<file path="src/dmem_pkg.sv">
/*
  constants for the banked data-memory decoder: core register offsets,
  status field positions, map boundaries and reset values.
  assumes nothing beyond a systemverilog compiler.
*/
package dmem_pkg;
  localparam logic [6:0] OFS_INDIRECT_PORT = 7'h00;
  localparam logic [6:0] OFS_STATUS = 7'h03;
  localparam logic [6:0] OFS_POINTER = 7'h04;
  localparam int STATUS_IRP_BIT = 7;
  localparam int BANK_HI_BIT = 6;
  localparam int BANK_LO_BIT = 5;
  localparam logic [6:0] OFS_GPR_LOW = 7'h20;
  localparam logic [6:0] OFS_SHARED_LOW = 7'h40;
  localparam logic [6:0] OFS_B1_GPR_HIGH = 7'h3f;
  localparam logic [7:0] RST_STATUS = 8'h18;
  localparam logic [7:0] RST_POINTER = 8'h00;
  localparam int GPR_WORDS = 128;
  localparam int GPR_AW = 7;
  typedef enum logic [2:0] {
    REGION_SFR = 3'b001,
    REGION_GPR = 3'b010,
    REGION_NONE = 3'b100
  } region_e;
endpackage : dmem_pkg

</file>
<file path="src/gpr_ram.sv">
/*
  general purpose static ram: one write port, one read port with registered data.
  assumes a single clock; contents are not reset.
*/
`timescale 1ns/10ps
`default_nettype none
module gpr_ram #(
  parameter int WIDTH = 8,
  parameter int DEPTH = 128,
  parameter int AW = 7
) (
  input wire logic clk_sys,
  input wire logic wr_en,
  input wire logic [AW-1:0] wr_addr,
  input wire logic [WIDTH-1:0] wr_data,
  input wire logic [AW-1:0] rd_addr,
  output logic [WIDTH-1:0] rd_data
);
  logic [WIDTH-1:0] mem [DEPTH];

  always_ff @(posedge clk_sys) begin
    if (wr_en) begin
      mem[wr_addr] <= wr_data;
    end
    rd_data <= mem[rd_addr];
  end
endmodule : gpr_ram
`default_nettype wire

</file>
<file path="src/banked_data_memory_decoder.sv">
/*
  banked data-memory decoder with the core special registers and general ram.
  assumes the core drives one access per strobe; peripheral registers live
  outside and are reached through the ext_ ports.
*/
// Decided for this implementation: strobed register access.
`timescale 1ns/10ps
`default_nettype none
module banked_data_memory_decoder
  import dmem_pkg::*;
#(
  parameter int DW = 8
) (
  input wire logic clk_sys,
  input wire logic rst_n,
  input wire logic [6:0] addr,
  input wire logic [DW-1:0] wr_data,
  input wire logic wr_en,
  input wire logic rd_en,
  output logic [DW-1:0] rd_data,
  output logic [1:0] bank_sel,
  output logic [DW-1:0] status_out,
  output logic [DW-1:0] pointer_out,
  output logic ext_wr,
  output logic ext_rd,
  output logic [8:0] ext_addr,
  output logic [DW-1:0] ext_wr_data,
  input wire logic [DW-1:0] ext_rd_data,
  input wire logic ext_hit
);
  logic [DW-1:0] status_ff, nxt_status;
  logic [DW-1:0] pointer_ff, nxt_pointer;
  logic [DW-1:0] rdata_ff, nxt_rdata;
  logic [1:0] rsrc_ff, nxt_rsrc;
  logic [8:0] full_addr;
  logic [1:0] bank;
  logic [6:0] ofs;
  region_e region;
  logic [6:0] ram_addr;
  logic [DW-1:0] ram_q;
  logic ram_we;

  // maps a bank/offset to the ram word or no storage
  function automatic logic [7:0] gpr_map(input logic [1:0] b, input logic [6:0] o);
    logic [7:0] r;
    r = 8'h00;
    if (o >= OFS_SHARED_LOW) begin
      r = {1'b1, o};
    end else if (o >= OFS_GPR_LOW) begin
      case (b)
        2'd0, 2'd2: r = {1'b1, o};
        2'd1, 2'd3: r = {1'b1, 7'h00 | (o - OFS_GPR_LOW)};
        default: r = 8'h00;
      endcase
    end
    return r;
  endfunction : gpr_map

  // indirect access takes pointer plus irp, otherwise bank bits plus offset
  always_comb begin
    if (addr == OFS_INDIRECT_PORT) begin
      full_addr = {status_ff[STATUS_IRP_BIT], pointer_ff};
    end else begin
      full_addr = {status_ff[BANK_HI_BIT], status_ff[BANK_LO_BIT], addr};
    end
  end

  assign bank = full_addr[8:7];
  assign ofs = full_addr[6:0];

  logic [7:0] map_res;
  assign map_res = gpr_map(bank, ofs);
  assign ram_addr = map_res[6:0];

  always_comb begin
    if (ofs < OFS_GPR_LOW) begin
      region = REGION_SFR;
    end else if (map_res[7]) begin
      region = REGION_GPR;
    end else begin
      region = REGION_NONE;
    end
  end

  // indirect through the port itself finds no register
  logic self_ind;
  assign self_ind = (addr == OFS_INDIRECT_PORT) && (ofs == OFS_INDIRECT_PORT);

  logic core_hit;
  assign core_hit = (region == REGION_SFR) && !self_ind &&
                    ((ofs == OFS_STATUS) || (ofs == OFS_POINTER));

  assign ram_we = wr_en && (region == REGION_GPR);
  assign ext_wr = wr_en && (region == REGION_SFR) && !core_hit && !self_ind;
  assign ext_rd = rd_en && (region == REGION_SFR) && !core_hit && !self_ind;
  assign ext_addr = full_addr;
  assign ext_wr_data = wr_data;

  gpr_ram #(
    .WIDTH(DW),
    .DEPTH(GPR_WORDS),
    .AW(GPR_AW)
  ) u_ram (
    .clk_sys(clk_sys),
    .wr_en(ram_we),
    .wr_addr(ram_addr),
    .wr_data(wr_data),
    .rd_addr(ram_addr),
    .rd_data(ram_q)
  );

  // core registers answer at the same offset in every bank
  always_comb begin
    nxt_status = status_ff;
    nxt_pointer = pointer_ff;
    if (wr_en && core_hit && ofs == OFS_STATUS) begin
      nxt_status = wr_data;
    end
    if (wr_en && core_hit && ofs == OFS_POINTER) begin
      nxt_pointer = wr_data;
    end
  end

  // read source: 0 zero, 1 core/ext captured, 2 ram
  always_comb begin
    nxt_rsrc = 2'd0;
    nxt_rdata = '0;
    if (rd_en) begin
      if (region == REGION_GPR) begin
        nxt_rsrc = 2'd2;
      end else if (core_hit) begin
        nxt_rsrc = 2'd1;
        nxt_rdata = (ofs == OFS_STATUS) ? status_ff : pointer_ff;
      end else if (region == REGION_SFR && !self_ind && ext_hit) begin
        nxt_rsrc = 2'd1;
        nxt_rdata = ext_rd_data;
      end else begin
        nxt_rsrc = 2'd0;
      end
    end
  end

  always_ff @(posedge clk_sys) begin
    if (!rst_n) begin
      status_ff <= RST_STATUS;
      pointer_ff <= RST_POINTER;
      rdata_ff <= '0;
      rsrc_ff <= 2'd0;
    end else begin
      status_ff <= nxt_status;
      pointer_ff <= nxt_pointer;
      rdata_ff <= nxt_rdata;
      rsrc_ff <= nxt_rsrc;
    end
  end

  always_comb begin
    case (rsrc_ff)
      2'd1: rd_data = rdata_ff;
      2'd2: rd_data = ram_q;
      default: rd_data = '0;
    endcase
  end

  assign bank_sel = {status_ff[BANK_HI_BIT], status_ff[BANK_LO_BIT]};
  assign status_out = status_ff;
  assign pointer_out = pointer_ff;
endmodule : banked_data_memory_decoder
`default_nettype wire

</file>
<file path="config.mk">
export PLATFORM = sky130hd
export DESIGN_NAME = banked_data_memory_decoder
export DESIGN_NICKNAME = d
export VERILOG_FILES = /design/src/dmem_pkg.sv /design/src/gpr_ram.sv /design/src/banked_data_memory_decoder.sv
export SDC_FILE = /design/constraint.sdc
export NUM_CORES = 1
export LEC_CHECK = 0
export ABC_AREA = 1
export BUFFER_PORTS_ARGS = -buffer_cell sky130_fd_sc_hd__buf_2
export CORE_ASPECT_RATIO = 2
export CORE_MARGIN = 3
export CORE_UTILIZATION = 63
export DETAILED_ROUTE_END_ITERATION = 8
export PLACE_DENSITY = 0.8
export SLEW_MARGIN = 30
export SYNTH_ARGS = -nofsm -noshare
export SYNTH_HDL_FRONTEND = slang
export SYNTH_HIERARCHICAL = 1
export SYNTH_SLANG_ARGS = --single-unit
</file>
<file path="constraint.sdc">
create_clock -name clk_sys -period 4.1 [get_ports clk_sys]
set_input_delay 0.82 -clock clk_sys [delete_from_list [all_inputs] [get_ports clk_sys]]
set_output_delay 0.82 -clock clk_sys [all_outputs]
set_load 0.005 [all_outputs]
</file>
After elaboration in Yosys (flattened, before gate mapping)
Memory sizes are Yosys's and may differ from the RTL's. A register that Yosys moved wholly into a read port is not among the register bits.
Index checks and enable logic that the tools add are counted.
W data, S select, Z words.
{"block": "totals", "regBits": 26, "ramBits": 1024, "wordCells": 60, "n_memories": 1}
{"memory": "u_ram.mem", "depth": 128, "width": 8, "rd": 1, "rd_clocked_by_memory_dff": 1, "write_ports": 1, "line_no": "gpr_ram.sv:19", "rtl": "logic [WIDTH-1:0] mem [DEPTH];"}
{"block": "classes", "add_sub_neg": 1, "n_lt_le_gt_ge": 3, "eq_ne": 9, "mux": 15, "n_bitwise": 2, "reduce_logical": 24}
{"cell": "$mux W8", "n": 5}
{"cell": "$pmux W8 S2", "n": 2}
{"cell": "$logic_and A1 B1 Y1", "n": 14}
{"cell": "$logic_not A7 Y1", "n": 2}
{"cell": "$mux W9", "n": 1}
{"cell": "$eq A7 B2 Y1 const B", "n": 1}
{"cell": "$eq A7 B3 Y1 const B", "n": 1}
{"cell": "$ge A7 B6 Y1 const B", "n": 1}
{"cell": "$ge A7 B7 Y1 const B", "n": 1}
{"cell": "$lt A7 B6 Y1 const B", "n": 1}
{"cell": "$sub A7 B6 Y7 const B", "n": 1}
{"cell": "$eq A2 B2 Y1 const B", "n": 3}
{"cell": "$mux W3", "n": 2}
{"cell": "$eq A2 B1 Y1 const B", "n": 2}
{"cell": "$mux W1", "n": 4}
{"cell": "$reduce_or A2 Y1", "n": 2}
{"cell": "$eq A3 B1 Y1 const B", "n": 1}
{"cell": "$eq A3 B2 Y1 const B", "n": 1}
{"cell": "$reduce_or A3 Y1", "n": 1}
{"cell": "$logic_not A1 Y1", "n": 2}
{"cell": "$logic_not A2 Y1", "n": 1}
{"cell": "$mux W2", "n": 1}
{"cell": "$not A1 Y1", "n": 2}
{"cell": "$reduce_and A2 Y1", "n": 1}
{"cell": "$logic_or A1 B1 Y1", "n": 1}

Logic depth before layout (Yosys ltp)
{"block": "depth", "ltp_word": 15, "mapped_depth": 23, "ltp_nobuf": 19}

By module
The synthesis kept the hierarchy.
{"module": "gpr_ram", "instances": 1, "cells_per_inst": 3575, "area_each_um2": 42104.1}
{"module": "banked_data_memory_decoder", "instances": 1, "cells_per_inst": 289, "area_each_um2": 1815.5}

Worst setup path before layout
Ideal clock, no wire load.
{"block": "synth_timing", "kind": "input-to-reg", "start": "input port addr[3]", "end": "memory u_ram.mem[83][0] (enable)", "t_arrival_ns": 2.954, "path_slack_ns": 0.776, "stages": 11, "path_buffers": 1, "path_cell_list": "nor2_1 nand2_2 nor2_4 buf_6 a21oi_2 ha_1 o31ai_1 inv_1 nor2_1 nand3_1 nor2_1"}
{"element": "start, declared", "line_no": "banked_data_memory_decoder.sv:16", "rtl": "input wire logic [6:0] addr,"}
{"element": "$logic_not A7 Y1", "line_no": "banked_data_memory_decoder.sv:61", "rtl": "if (addr == OFS_INDIRECT_PORT) begin"}
{"element": "$mux W9 *", "line_no": "banked_data_memory_decoder.sv:61"}
{"element": "branches (longest 4 deep; another with $sub A7 B6 Y7)"}
{"element": "$mux W8 *", "line_no": "banked_data_memory_decoder.sv:47", "rtl": "if (o >= OFS_SHARED_LOW) begin"}
{"element": "via map_res[6]", "line_no": "banked_data_memory_decoder.sv:71", "rtl": "logic [7:0] map_res;"}
{"element": "end, declared", "line_no": "gpr_ram.sv:19"}
Mark *: on every way through the listed nets, which the timed path passes. The select of a mux whose other input is x is not followed.

Worst setup path after layout
{"block": "layout_timing", "start": "input port addr[5]", "end": "memory u_ram.mem[65][2] (enable)"}
The elaborated chain is that of the path after synthesis.

==> impl_results.md <==
* Status: finished, final reports clean
* Worst R2R End: u_ram/rd_data[5]
* Register area share after synthesis at 71.6%
* Worst Hold Launch: rd_en
* Combinational group share of total power at 8.2%
* Clock share of power at 37.2%
* Drt total wl at 122000 um
* CP startpoint: addr[5]
* Worst path cell trace: buf_2 -> nor2_2 -> nand2_2 -> nor2_4 -> a21oi_2 -> ha_1 -> nand2_1 -> nand2_1 -> inv_8 -> inv_1 -> nor3_1 -> nand2_1 -> nor2_1
* Synth warnings at 6
* Library cells used by synthesis at 26
* Clk_skew at 0.0246 ns
* Clk buf depth at 3
* HPWL after detailed placement at 74800 um
* CORE AREA at 68900 sq um
* Vias in the first global route at 30963
* Mapped Area at 43900 sq um
* Tot GR Track Use at 33.8%
* CTS tree: built
* GPL Wtd Cong at 0.924
* Compound-Gate Fraction of Synth Area at 0.330%
* Sw frac at 23.2%
* Initial antenna violation count at 0
* Finished Layout Cells at 4929
* Cells resized by post-CTS repair at 0
* Via density at 6.34
* Net Sw Power at 5070 uW
* DRC Markers at 0
* Initial Util at 63.7%
* Rel. slew slack at 39.3%
* Synth Register Bits at 1058
* Reg2Reg Setup Slack at 0.55 ns
* CP Buf/Inv Count at 3
* IO Count at 73
* Hold/Removal Path Class: input pin to flop
* Max rail drop VDD at 0.000444 V
* Final hold viol count at 0
* Die Wd at 193 um
* CP top delay family: simple AND/OR/NAND/NOR gates
* WHS Path Cells at 3
* Overflow after GRT at 0
* Static Leak at 0.0178 uW
* Total CTS buffers at 83
* Sequential power share at 54.6%
* Slowest CP cell: nor2_1
* # rows at 136
* Commonest non-fill, non-tap cells in the layout: nand2_1, edfxtp_1, nand3_1
* Mux share of post-synthesis cell area at 0%
* Setup Crit Path Kind: input pin to flop
* Adder-Cell Fraction of Synth Area at 0.114%
* Avg Inst Size Synth at 11.4 sq um
* Minimum clock period at 3.62 ns
* Yosys top cell area share at 70.0%
* Hold endpoint: rsrc_ff[1]
* Ranking of synthesized cells by area: edfxtp_1, nand2_1, nand3_1
* Hold WS at 0.401 ns
* Reg2reg path depth at 19
* Port bufs at 72
* Largest area contributor in the netlist: edfxtp_1
* RSZ-0062 raised after global routing: false
* H-tree depth at 3
* Antenna fix cells at 0
* Post-synthesis simple-gate area fraction at 24.1%
* Crit path depth at 13
* Largest net degree at the start of global routing at 131
* Hold buffer count at cts at 0
* Most common cell after layout, fill and taps aside: nand2_1
* Largest family of logic cells by synthesized area: simple AND/OR/NAND/NOR gates
* WL/cell at 24.8 um
* Place WS at -0.0418 ns
* Postcts setup bufs at 0
* Worst reg2reg startpoint: pointer_out[6]
* CP most frequent cell: nand2_1
* Synth-to-layout area growth at 10.5%
* Fmax at 0.276 GHz
* Pwr/cell area at 449 nW/um^2
* Die area at 73100 sq um
* Vias post-DR at 31232
* Initial DRC Count at 3832
* Startpoint types: input pin
* Layout cell share with drive strength beyond 1 at 10.5%
* Synth Area in XOR/XNOR at 0%
* Worst path arrival time at 3.90 ns
* CTS Sinks at 1058
* Endpoints failing setup at 0
* Worst setup EP type: flop
* CTS root buf: clkbuf_16
* Worst EP required at 4.38 ns
* CP Max Fanout at 23
* Clock transition at path regs at 0.07 ns
* Drt pass-1 iters at 6
* Placed Cells at 4776
* Internal power at 16700 uW
* Clock Latency Late Sink at 0.66 ns
* Maxcap violations at 0
* Post-Synthesis Cells at 3864
* Detail Route Antenna Nets at 0
* Die H at 379 um
* Max incr delay on CP at 0.76 ns
* Least-Margin Pin Slew at 0.908 ns
* Final Cycle Share at 88.3%
* Final WS setup at 0.478 ns
* Syn nets at 3896
* Layout Nets at 3996
* Global-route wire length before repair at 182000 um
* Final Max Slew Viols at 0
## power by group through the flow
stage | sequential, uW | clock, uW | combinational [uW]
final | 11900 | 8100 | 1790
after global routing | 11900 | 8530 | 1900
after CTS | 11900 | 8160 | 1740
after detailed placement | 12100 | 0 | 1720
after global placement | 12100 | 0 | 1680
after floorplan | 12100 | 0 | 1000
## worst max path at each step
stage	end	slack, ns
2_1_floorplan	u_ram/mem[83][0]	0.78
3_3_place_gp	u_ram/rd_data[2]	-0.002
3_5_place_dp	u_ram/rd_data[2]	-0.04
4_1_cts	ext_rd	0.57
5_1_grt	u_ram/mem[65][0]	0.30
6_report	u_ram/mem[65][2]	0.48
## stage by stage
step / power, uW / TNS (ns) / instance area [sq um] / util [%]
2_1_floorplan: 13100 / 0 / 43900 / -
3_3_place_gp: 13800 / -0.00162 / 45800 / 66.5
3_5_place_dp: 13900 / -0.113 / 45800 / 66.5
4_1_cts: 21800 / 0 / 48500 / 70.4
5_1_grt: 22300 / 0 / 48500 / 70.4
6_report: 21800 / 0 / 48500 / 70.4
## state kept, by name, indices dropped and copies added (netlist names)
signal         cells
rsrc_ff            2
rdata_ff           8
pointer_out        8
status_out         8
u_ram/rd_data      8
u_ram/mem       1024
## kinds of logic after synthesis
group                    count (synthesis)
adder cells (fa/ha/maj)                  4
AND/OR/NAND/NOR                       2463
buffers and inverters                  312
flip-flops                            1058
AO/OA/AOI/OAI                           27
## worst reg2reg max path: stages (launching register included)
cell     delay (ns)
dfxtp_1        0.39
a21oi_2        0.29
ha_1           0.25
nand2_1        0.14
nand2_1        0.19
inv_8          0.14
inv_16         0.26
buf_12         0.32
buf_12         0.31
buf_4          0.20
nand2_1        0.06
nand3_1        0.07
nand3_1        0.07
nand3_1        0.11
nand2_1        0.09
nand2_1        0.21
nand3_1        0.17
nand2_1        0.12
nand2_1        0.05
nand2_1        0.06
## synthesized netlist by cell type, drive strengths merged
cell type,number
a21oi,24
buf,213
clkbuf,39
dfxtp,34
edfxtp,1024
ha,4
inv,60
nand2,1311
nand3,954
nand3b,1
nand4,8
nor2,181
nor3,8
o21ai,2
o31ai,1
## layer usage
layer / global-route usage [%] / routed length (um)
met1: 37.5 / 37400
met2: 58.5 / 62800
met3: 4.95 / 11000
met4: 24.9 / 11000
met5: 0 / 0
## final cells by class
| class | count | area, sq um |
|---|---|---|
| clock buffers | 110 | 2280 |
| clock inverters | 43 | 439 |
| well taps | 897 | 1120 |
| multi-input cells | 2494 | 10800 |
| inverters | 60 | 269 |
| flip-flops and latches | 1058 | 31400 |
| repair buffers | 267 | 2210 |
| fillers | 4520 | 20400 |
No activity file was read; power rests on OpenSTA's default activity.
